**config.mk**
```make
export PLATFORM = sky130hd
export DESIGN_NAME = load_store_isa_options
export DESIGN_NICKNAME = d
export VERILOG_FILES = /design/src/common/lsopt_pkg.sv /design/src/rtl/load_store_isa_options.sv
export SDC_FILE = /design/constraint.sdc
export NUM_CORES = 2
export LEC_CHECK = 0
export ABC_CLOCK_PERIOD_IN_PS = 39000
export BUFFER_PORTS_ARGS = -buffer_cell sky130_fd_sc_hd__buf_4
export CAP_MARGIN = 20
export CORE_UTILIZATION = 34
export CTS_BUF_LIST = sky130_fd_sc_hd__clkbuf_2
export DETAILED_ROUTE_END_ITERATION = 7
export PLACE_DENSITY_LB_ADDON = 0.08
export SYNTH_ARGS = -nofsm -noshare
export SYNTH_HDL_FRONTEND = slang
export SYNTH_SLANG_ARGS = --single-unit
```
**constraint.sdc**
```tcl
create_clock -name core_clk_in -period 39 [get_ports core_clk_in]
set_input_delay 3.9 -clock core_clk_in [delete_from_list [all_inputs] [get_ports core_clk_in]]
set_output_delay 3.9 -clock core_clk_in [all_outputs]
set_load 0.01 [all_outputs]
```
**src/common/lsopt_pkg.sv**
```systemverilog
// Purpose: Constants for the load/store and instruction-set option unit.
// Assumes: One core clock, synchronous active-low reset.
// Notes: Operation codes are local to the execute-stage interface.
// Operation
// - Endian select comes from control register bit 7.
// - Endian select applies whether translation is on or off.
// - No 26-bit addressing mode; only 32-bit addressing is used.
// - Compressed 16-bit instruction set is accepted alongside 32-bit.
// - Preload hint goes to the MMU as a read access.
// - Preload hints never raise data breakpoint events.
// - Preload hint to non-cacheable page does nothing, no external request.
// - Preload hint to resident line has no effect.
// - Doubleword load/store faults when address bits 2:0 equal 100.
// - Double coprocessor transfers allowed only to coprocessor zero.
// - Data abort with writeback leaves base register unchanged.
// - Signed 16x16 and 32x16 multiplies with optional 32/64-bit accumulate.
// - Saturating add/subtract clamp; doubling forms double-saturate one operand first.
// - Leading zero count of a register value.
// - DSP coprocessor access with access bit 0 clear is undefined.
// - Accumulator read sign-extends top byte; write loads bits 39:32.
package lsopt_pkg;
    localparam int CTRL_ENDIAN_BIT = 7;
    localparam int CPACC_DSP_BIT = 0;
    localparam logic [2:0] DWORD_BAD_LOW = 3'h4;
    localparam logic [3:0] DSP_CP_NUM = 4'h0;
    localparam int ACC_W = 40;
    localparam int ACC_HI_W = 8;
    localparam logic [31:0] SAT_MAX = 32'h7FFFFFFF;
    localparam logic [31:0] SAT_MIN = 32'h80000000;
    typedef enum logic [4:0] {
        OP_NONE = 5'h00,
        OP_LOAD = 5'h01,
        OP_STORE = 5'h02,
        OP_LOAD_DWORD = 5'h03,
        OP_STORE_DWORD = 5'h04,
        OP_PRELOAD = 5'h05,
        OP_CP_DWRITE = 5'h06,
        OP_CP_DREAD = 5'h07,
        OP_LEAD_ZEROS = 5'h08,
        OP_SAT_ADD = 5'h09,
        OP_SAT_SUB = 5'h0A,
        OP_DBL_SAT_ADD = 5'h0B,
        OP_DBL_SAT_SUB = 5'h0C,
        OP_HMUL = 5'h0D,
        OP_HMAC32 = 5'h0E,
        OP_HMAC64 = 5'h0F,
        OP_WHMUL = 5'h10,
        OP_WHMAC = 5'h11,
        OP_MODE26 = 5'h12
    } op_e;
endpackage

```
**src/rtl/load_store_isa_options.sv**
```systemverilog
// Purpose: Execute-stage option unit: memory request shaping, DSP arithmetic, traps.
// Assumes: Operands arrive decoded and valid for one cycle with op_valid_in.
// Notes: Results appear registered one cycle after the request; base writeback appears two cycles after.
`timescale 1ns/1ps
module load_store_isa_options (
    // Clock and reset
    input wire logic core_clk_in,
    input wire logic rstn_in,
    // Decoded operation
    input wire logic op_valid_in,
    input wire logic [4:0] op_code_in,
    input wire logic isa16_in,
    input wire logic [3:0] cp_num_in,
    input wire logic x_top_in,
    input wire logic y_top_in,
    input wire logic writeback_in,
    input wire logic [31:0] addr_in,
    input wire logic [31:0] base_next_in,
    input wire logic [31:0] opa_in,
    input wire logic [31:0] opb_in,
    input wire logic [63:0] acc_in,
    // System control state
    input wire logic [31:0] ctrl_reg_in,
    input wire logic [31:0] cp_access_in,
    input wire logic mmu_on_in,
    // Memory side feedback
    input wire logic page_cacheable_in,
    input wire logic line_resident_in,
    input wire logic data_abort_in,
    // Memory request
    output logic mem_req_out,
    output logic mem_read_out,
    output logic mem_big_endian_out,
    output logic [31:0] mem_addr_out,
    output logic mmu_check_out,
    output logic dbg_watch_out,
    // Results
    output logic [63:0] result_out,
    output logic result_valid_out,
    output logic q_flag_out,
    output logic base_we_out,
    output logic [31:0] base_out,
    output logic undef_out,
    output logic align_fault_out,
    output logic [39:0] dsp_acc_out,
    output logic isa16_ok_out
);
    typedef enum logic [1:0] {
        ST_IDLE = 2'b00,
        ST_MEM = 2'b01
    } st_e;

    st_e st_reg;
    logic [31:0] base_hold_reg;
    logic wb_hold_reg;
    logic [39:0] acc_reg;
    lsopt_pkg::op_e op;
    logic is_mem, is_dw, dw_bad, is_cpd, cp_bad, dsp_off, undef_now, preload_skip;
    logic [63:0] res_next;
    logic q_next;

    assign op = lsopt_pkg::op_e'(op_code_in);
    assign is_dw = (op == lsopt_pkg::OP_LOAD_DWORD) || (op == lsopt_pkg::OP_STORE_DWORD);
    assign dw_bad = is_dw && (addr_in[2:0] == lsopt_pkg::DWORD_BAD_LOW);
    assign is_cpd = (op == lsopt_pkg::OP_CP_DWRITE) || (op == lsopt_pkg::OP_CP_DREAD);
    assign cp_bad = is_cpd && (cp_num_in != lsopt_pkg::DSP_CP_NUM);
    assign dsp_off = is_cpd && !cp_access_in[lsopt_pkg::CPACC_DSP_BIT];
    // 26-bit mode requests are never honoured.
    assign undef_now = cp_bad || dsp_off || (op == lsopt_pkg::OP_MODE26);
    assign preload_skip = !page_cacheable_in || line_resident_in;
    assign is_mem = (op == lsopt_pkg::OP_LOAD) || (op == lsopt_pkg::OP_STORE) ||
                    (is_dw && !dw_bad) ||
                    ((op == lsopt_pkg::OP_PRELOAD) && !preload_skip);

    function automatic logic [5:0] lead_zeros(input logic [31:0] v);
        logic [5:0] n;
        logic found;
        n = 6'h20;
        found = 1'b0;
        for (int i = 31; i >= 0; i--) begin
            if (!found && v[i]) begin
                n = 6'(31 - i);
                found = 1'b1;
            end
        end
        return n;
    endfunction

    function automatic logic [32:0] sat_add(input logic [31:0] a, input logic [31:0] b,
                                             input logic sub);
        logic [32:0] s;
        logic ovf;
        s = sub ? ({a[31], a} - {b[31], b}) : ({a[31], a} + {b[31], b});
        ovf = s[32] != s[31];
        if (ovf) begin
            return {1'b1, s[32] ? lsopt_pkg::SAT_MIN : lsopt_pkg::SAT_MAX};
        end
        return {1'b0, s[31:0]};
    endfunction

    // Arithmetic result and saturation flag.
    always_comb begin
        logic [15:0] xh, yh;
        logic [31:0] p16;
        logic [47:0] p48;
        logic [32:0] d, r;
        xh = x_top_in ? opa_in[31:16] : opa_in[15:0];
        yh = y_top_in ? opb_in[31:16] : opb_in[15:0];
        p16 = 32'($signed(xh) * $signed(yh));
        p48 = 48'($signed(opa_in) * $signed(yh));
        d = 33'h0;
        r = 33'h0;
        res_next = 64'h0;
        q_next = 1'b0;
        case (op)
            lsopt_pkg::OP_LEAD_ZEROS: res_next = {58'h0, lead_zeros(opa_in)};
            lsopt_pkg::OP_SAT_ADD, lsopt_pkg::OP_SAT_SUB: begin
                r = sat_add(opa_in, opb_in, op == lsopt_pkg::OP_SAT_SUB);
                res_next = {32'h0, r[31:0]};
                q_next = r[32];
            end
            lsopt_pkg::OP_DBL_SAT_ADD, lsopt_pkg::OP_DBL_SAT_SUB: begin
                d = sat_add(opb_in, opb_in, 1'b0);
                r = sat_add(opa_in, d[31:0], op == lsopt_pkg::OP_DBL_SAT_SUB);
                res_next = {32'h0, r[31:0]};
                q_next = r[32] | d[32];
            end
            lsopt_pkg::OP_HMUL: res_next = {32'h0, p16};
            lsopt_pkg::OP_HMAC32: begin
                r = sat_add(p16, acc_in[31:0], 1'b0);
                res_next = {32'h0, p16 + acc_in[31:0]};
                q_next = r[32];
            end
            lsopt_pkg::OP_HMAC64: res_next = acc_in + {{32{p16[31]}}, p16};
            lsopt_pkg::OP_WHMUL: res_next = {32'h0, p48[47:16]};
            lsopt_pkg::OP_WHMAC: begin
                r = sat_add(p48[47:16], acc_in[31:0], 1'b0);
                res_next = {32'h0, p48[47:16] + acc_in[31:0]};
                q_next = r[32];
            end
            lsopt_pkg::OP_CP_DREAD: res_next = {{24{acc_reg[39]}}, acc_reg};
            default: res_next = 64'h0;
        endcase
    end

    // Memory request shaping.
    always_ff @(posedge core_clk_in) begin
        if (!rstn_in) begin
            mem_req_out <= 1'b0;
            mem_read_out <= 1'b0;
            mem_addr_out <= 32'h0;
            mmu_check_out <= 1'b0;
            dbg_watch_out <= 1'b0;
            mem_big_endian_out <= 1'b0;
        end else begin
            // Endian applies with or without translation, so mmu_on_in is not consulted.
            mem_big_endian_out <= ctrl_reg_in[lsopt_pkg::CTRL_ENDIAN_BIT];
            mem_req_out <= op_valid_in && is_mem && !undef_now;
            mem_read_out <= op_valid_in && (op != lsopt_pkg::OP_STORE) &&
                            (op != lsopt_pkg::OP_STORE_DWORD);
            mem_addr_out <= addr_in;
            mmu_check_out <= op_valid_in && (is_mem || op == lsopt_pkg::OP_PRELOAD);
            dbg_watch_out <= op_valid_in && is_mem && (op != lsopt_pkg::OP_PRELOAD);
        end
    end

    // Results, traps and the wide accumulator.
    always_ff @(posedge core_clk_in) begin
        if (!rstn_in) begin
            result_out <= 64'h0;
            result_valid_out <= 1'b0;
            q_flag_out <= 1'b0;
            undef_out <= 1'b0;
            align_fault_out <= 1'b0;
            acc_reg <= 40'h0;
            dsp_acc_out <= 40'h0;
            isa16_ok_out <= 1'b0;
        end else begin
            isa16_ok_out <= isa16_in;
            undef_out <= op_valid_in && undef_now;
            align_fault_out <= op_valid_in && dw_bad;
            result_valid_out <= op_valid_in && !undef_now && !is_mem && !dw_bad;
            result_out <= res_next;
            q_flag_out <= op_valid_in && q_next;
            if (op_valid_in && (op == lsopt_pkg::OP_CP_DWRITE) && !undef_now) begin
                acc_reg <= {acc_in[39:32], acc_in[31:0]};
                dsp_acc_out <= {acc_in[39:32], acc_in[31:0]};
            end
        end
    end

    // Base writeback is held until the access completes without abort.
    always_ff @(posedge core_clk_in) begin
        if (!rstn_in) begin
            st_reg <= ST_IDLE;
            base_hold_reg <= 32'h0;
            wb_hold_reg <= 1'b0;
            base_we_out <= 1'b0;
            base_out <= 32'h0;
        end else begin
            base_we_out <= 1'b0;
            case (st_reg)
                ST_IDLE: begin
                    if (op_valid_in && is_mem && !undef_now &&
                        op != lsopt_pkg::OP_PRELOAD) begin
                        st_reg <= ST_MEM;
                        base_hold_reg <= base_next_in;
                        wb_hold_reg <= writeback_in;
                    end
                end
                ST_MEM: begin
                    st_reg <= ST_IDLE;
                    base_we_out <= wb_hold_reg && !data_abort_in;
                    base_out <= base_hold_reg;
                end
                default: st_reg <= ST_IDLE;
            endcase
        end
    end
endmodule

```
### Word level (Yosys, flattened, before mapping)

Cells that the tools add are included.

| storage, ports and cells | value |
|---|---|
| logic and storage cells | 291 |
| memory bits (writable) | 0 |
| memories | 0 |
| input port bits | 276 |
| register bits after elaboration | 213 |
| latch bits | 0 |
| ROM bits | 0 |
| output and inout port bits | 179 |

| operators by class | value |
|---|---|
| eq/ne operators | 27 |
| bitwise operators | 1 |
| reduce and logical (&&, ||, !) cells | 106 |
| divide/modulo/power cells | 0 |
| multiplexer cells | 127 |
| shifts and indexed selects | 0 |
| add/sub/neg operators | 10 |
| $lt $le $gt $ge | 0 |
| $mul | 2 |

Operators with widths:

| kind | count |
|---|---|
| $pmux 64 s9 | 1 |
| $mux 33 | 14 |
| $mux 6 | 32 |
| $add 32x32->33 | 5 |
| $mux 32 | 5 |
| $mux 1 | 72 |
| $sub 32x32->33 | 2 |
| $add 32x32->32 | 2 |
| $add 64x64->64 | 1 |
| $logic_and 1x1->1 | 52 |
| $mul 32x16->48 | 1 |
| $eq 5x4->1 const B | 8 |
| $logic_not 1->1 | 38 |
| $mul 16x16->32 | 1 |
| $mux 16 | 2 |
| $eq 5x3->1 const B | 4 |
| $eq 5x5->1 const B | 3 |
| $eq 5x2->1 const B | 2 |
| $ne 5x3->1 const B | 2 |
| $logic_or 1x1->1 | 9 |
| $reduce_and 2->1 | 3 |
| $eq 5x1->1 const B | 1 |
| $ne 1x1->1 | 5 |
| $ne 5x2->1 const B | 1 |
| 6 further kinds | 7 |

### Logic depth before layout (Yosys ltp)

| logic depth | value |
|---|---|
| word-level depth | 126 |
| gate-level depth with buffers | 42 |
| mapped depth without buffers | 38 |

### Worst setup path after synthesis

OpenSTA, ideal clock, no wires.

| path | value |
|---|---|
| path type | in2reg |
| from | input y_top_in |
| to | register result_out[61] |
| library setup time | 0.137 ns |
| data arrival time | 15.926 ns |
| buffers on the path | 4 |
| data required time | 38.863 ns |
| setup slack | 22.937 ns |
| stages | 39 |
| cells stage by stage | clkbuf_1 > clkbuf_1 > buf_1 > nand2_1 > o21ai_1 > clkbuf_1 > nand2_1 > fa_1 > inv_1 > fa_1 > inv_1 > fa_1 > inv_1 > fa_1 > inv_1 > fa_1 > fa_1 > inv_1 > [... 3 more ...] > a211o_1 > a32oi_1 > and3_1 > o21ai_0 > a31o_2 > a311oi_1 > ha_1 > a21o_1 > a21o_1 > a21o_1 > a221o_1 > o21ai_0 > o31a_1 > o311ai_0 > o2111a_1 > a21o_1 > o311ai_0 > o211ai_1 |

| between the ends | value |
|---|---|
| longest elaborated chain between the ends | 4 |

RTL lines:

| item | line | source |
|---|---|---|
| start, declared | load_store_isa_options.sv:15 | `input wire logic y_top_in,` |
| $mux 16 | load_store_isa_options.sv:108 | `yh = y_top_in ? opb_in[31:16] : opb_in[15:0];` |
| $mul 16x16->32 | load_store_isa_options.sv:109 | `p16 = 32'($signed(xh) * $signed(yh));` |
| $add 64x64->64 | load_store_isa_options.sv:134 | `lsopt_pkg::OP_HMAC64: res_next = acc_in + {{32{p16[31]}}, p16};` |
| $pmux 64 s9 | load_store_isa_options.sv:115 | `case (op)` |
| end signal, assigned | load_store_isa_options.sv:183 | `result_out <= res_next;` |
| end, declared | load_store_isa_options.sv:38 | `output logic [63:0] result_out,` |

No other way between the ends.
A chain may end at the register's enable or synchronous reset.

### Worst setup path in the final report

| path | value |
|---|---|
| from | input y_top_in |
| to | register result_out[31] |

| between the ends | value |
|---|---|
| longest elaborated chain between the ends | 4 |
| elaborated cells on any way between the ends | 7 |
| classes of those cells | add/sub (3); mul (2); mux (2) |

RTL lines:

| item | line | source |
|---|---|---|
| $mux 16 (*) | load_store_isa_options.sv:108 |  |
| $mul 32x16->48 / $mul 16x16->32 (equally long branches) | load_store_isa_options.sv:110, load_store_isa_options.sv:109 |  |
| $add 32x32->32, or another cell as far along | load_store_isa_options.sv:138 | `res_next = {32'h0, p48[47:16] + acc_in[31:0]};` |
| $pmux 64 s9 (*) | load_store_isa_options.sv:115 |  |

Mark *: on every way between the ends. The rest lies on a longest branch, timed or not.

==> metrics <==
status finished, final reports clean; crit-path max cell delay 0.78 ns; core area about 140,000 sq um; Post-DP Area approximately 52,000 sq um; Vias per Instance between 5 and 6; Fin. Hold Viols 0; port buffer count 391; Avg WL per Cell ~24 microns; Clock Latency Late Sink 1.03 ns; antenna viol nets, final 0; HPWL after DPL 147,600 microns; TNS Setup 0 ns; share of layout cells above drive strength 1 between 10% and 20%; hold buffers post-CTS 0; first-pass GRT wire length 281,400 microns; Crit-path slowest cell xor2_1; most used cell along the critical path fa_1; Rows between 100 and 150; critical path's top delay family adder cells; max_cap viols 0; Final setup viols 0; Cells after Synth between 5,000 and 6,000; Max Fanout on Critical Path 29; Tmin final approximately 14 ns; setup bufs post-CTS 0; I/O Pins ~460; Required @ worst endpoint about 40 ns; fmax approximately 0.07 GHz; final instance area about 53,000 sq um; post-synth net total just over 7,000; CP Launch Type input pin; gpl congestion slightly above 0.9; CTS root buf clkbuf_2; Initial Utilization 34.44%; FFs w/ async S/R, synth 0%; largest net degree at the start of global routing just under 90; ys flop type dfxtp_1; Overflow after GRT 0; CP arrival between 15 and 20 ns; Avg Inst Size Synth about 8 sq um; worst path bufs/invs 5; antenna violations before repair 9; Ys Warns 0; crit end category register; slew margin rel. 19.10%; unrepaired setup endpoints after global routing no; register area share after synthesis 8.972%; max reg flops 64; clock sinks 213; Yosys cell types 82; Post-synth EDFFs 0; max-slew violation count 0; PostCTS Resize Cnt 0; CTS tree done; die area 141,300 sq um; worst min-delay path category reg2reg; number of global-route vias before repair approximately 42,000; drt drc 0; Num CTS Buffers 55; crit share post-route between 30% and 40%; Setup CP Type in2reg; H-tree depth 2; 1st-iter DRT viols 3,281; DRT Pass-1 Iters 5; WHS around 0.48 ns; Worst-path clk slew about 0.10 ns; most common cell after layout, fill and taps aside inv_1; GRT Util Overall 26.68%; chip width 375.9 microns; #FFs+latches synth about 210; die height ~380 microns; total number of vias 41,440; actual slew at the worst max-slew pin approximately 1.2 ns; Bufs on Longest Clock Path 3; most frequent cells in the layout inv_1 (943), nand2_1 (752), fa_1 (751); cell area after synthesis 47,520 sq um; WL final 188,100 microns; Final Net Count approximately 7,400; Clock Skew around 0.06 ns; Area growth, synth to finish 11.07%
path summary, 6_finish.rpt:
path,from,end,slack (ns),cells after the start
min,acc_reg[34],acc_reg[34],0.48,2
max reg2reg,st_reg[0],base_hold_reg[22],36.92,5
max,y_top_in,result_out[31],24.73,35
min reg2reg,acc_reg[34],acc_reg[34],0.48,2
routing by layer:
metal	global-route usage [%]	routed length, microns
met1	37.47	85020
met2	43.06	86200
met3	3.770	12030
met4	6.353	4880
met5	0	20
cells in the mapped netlist (49+ instances only):
master | n | area, sq um
o21a_1 | 57 | 427.9
clkbuf_1 | 274 | 1028
fa_1 | 751 | 15030
nand3_1 | 64 | 320.3
o21ai_0 | 188 | 940.9
and2_1 | 179 | 1120
inv_1 | 944 | 3543
a21oi_1 | 247 | 1236
dfxtp_1 | 213 | 4264
ha_1 | 394 | 4930
mux2i_1 | 104 | 1041
xor2_1 | 107 | 937.2
xnor2_1 | 166 | 1454
a31oi_1 | 60 | 375.4
nor2b_1 | 121 | 757.0
nor2_1 | 368 | 1381
a21o_1 | 151 | 1134
nand2_1 | 752 | 2823
nor3_1 | 49 | 245.2
a21boi_0 | 53 | 397.9
cell families (layout without fill, tap and decap cells):
family | Yosys count | count (layout) | synth area share (%)
AND/OR/NAND/NOR | 1736 | 1736 | 16.89
other | 0 | 3 | 0
multiplexers | 136 | 136 | 2.949
buffers and inverters | 1239 | 1496 | 9.852
XOR/XNOR | 274 | 274 | 5.065
AO/OA/AOI/OAI | 1038 | 1038 | 14.27
adder cells (fa/ha/maj) | 1145 | 1145 | 42.01
flip-flops | 213 | 213 | 8.972
area by class of cell:
cell class	instances	area, sq um
inverters	945	3547
flip-flops and latches	213	4265
clock inverters	21	147.6
fillers	14610	85220
diodes	3	7.507
multi-input cells	4329	38690
clock buffers	73	365.4
well taps	1863	2331
repair buffers	457	3431
stage by stage:
stage,utilization [%],cells,setup WS (ns)
final,38.25,7904,24.73
after global routing,38.25,7904,24.31
after CTS,38.24,7900,24.89
after detailed placement,37.87,7806,23.73
after global placement,37.86,7805,23.78
after floorplan,-,5781,22.94
worst reg2reg max path: cells and delay by family (launching register included):
kind | cells | cell delay [ns]
AND/OR/NAND/NOR | 2 | 0.44
flip-flops | 1 | 0.32
multiplexers | 1 | 0.29
buffers and inverters | 2 | 0.88
Power is left out: the tool's default activity adds up to more than one toggle a clock period on the data nets, which glitch-free logic cannot reach.
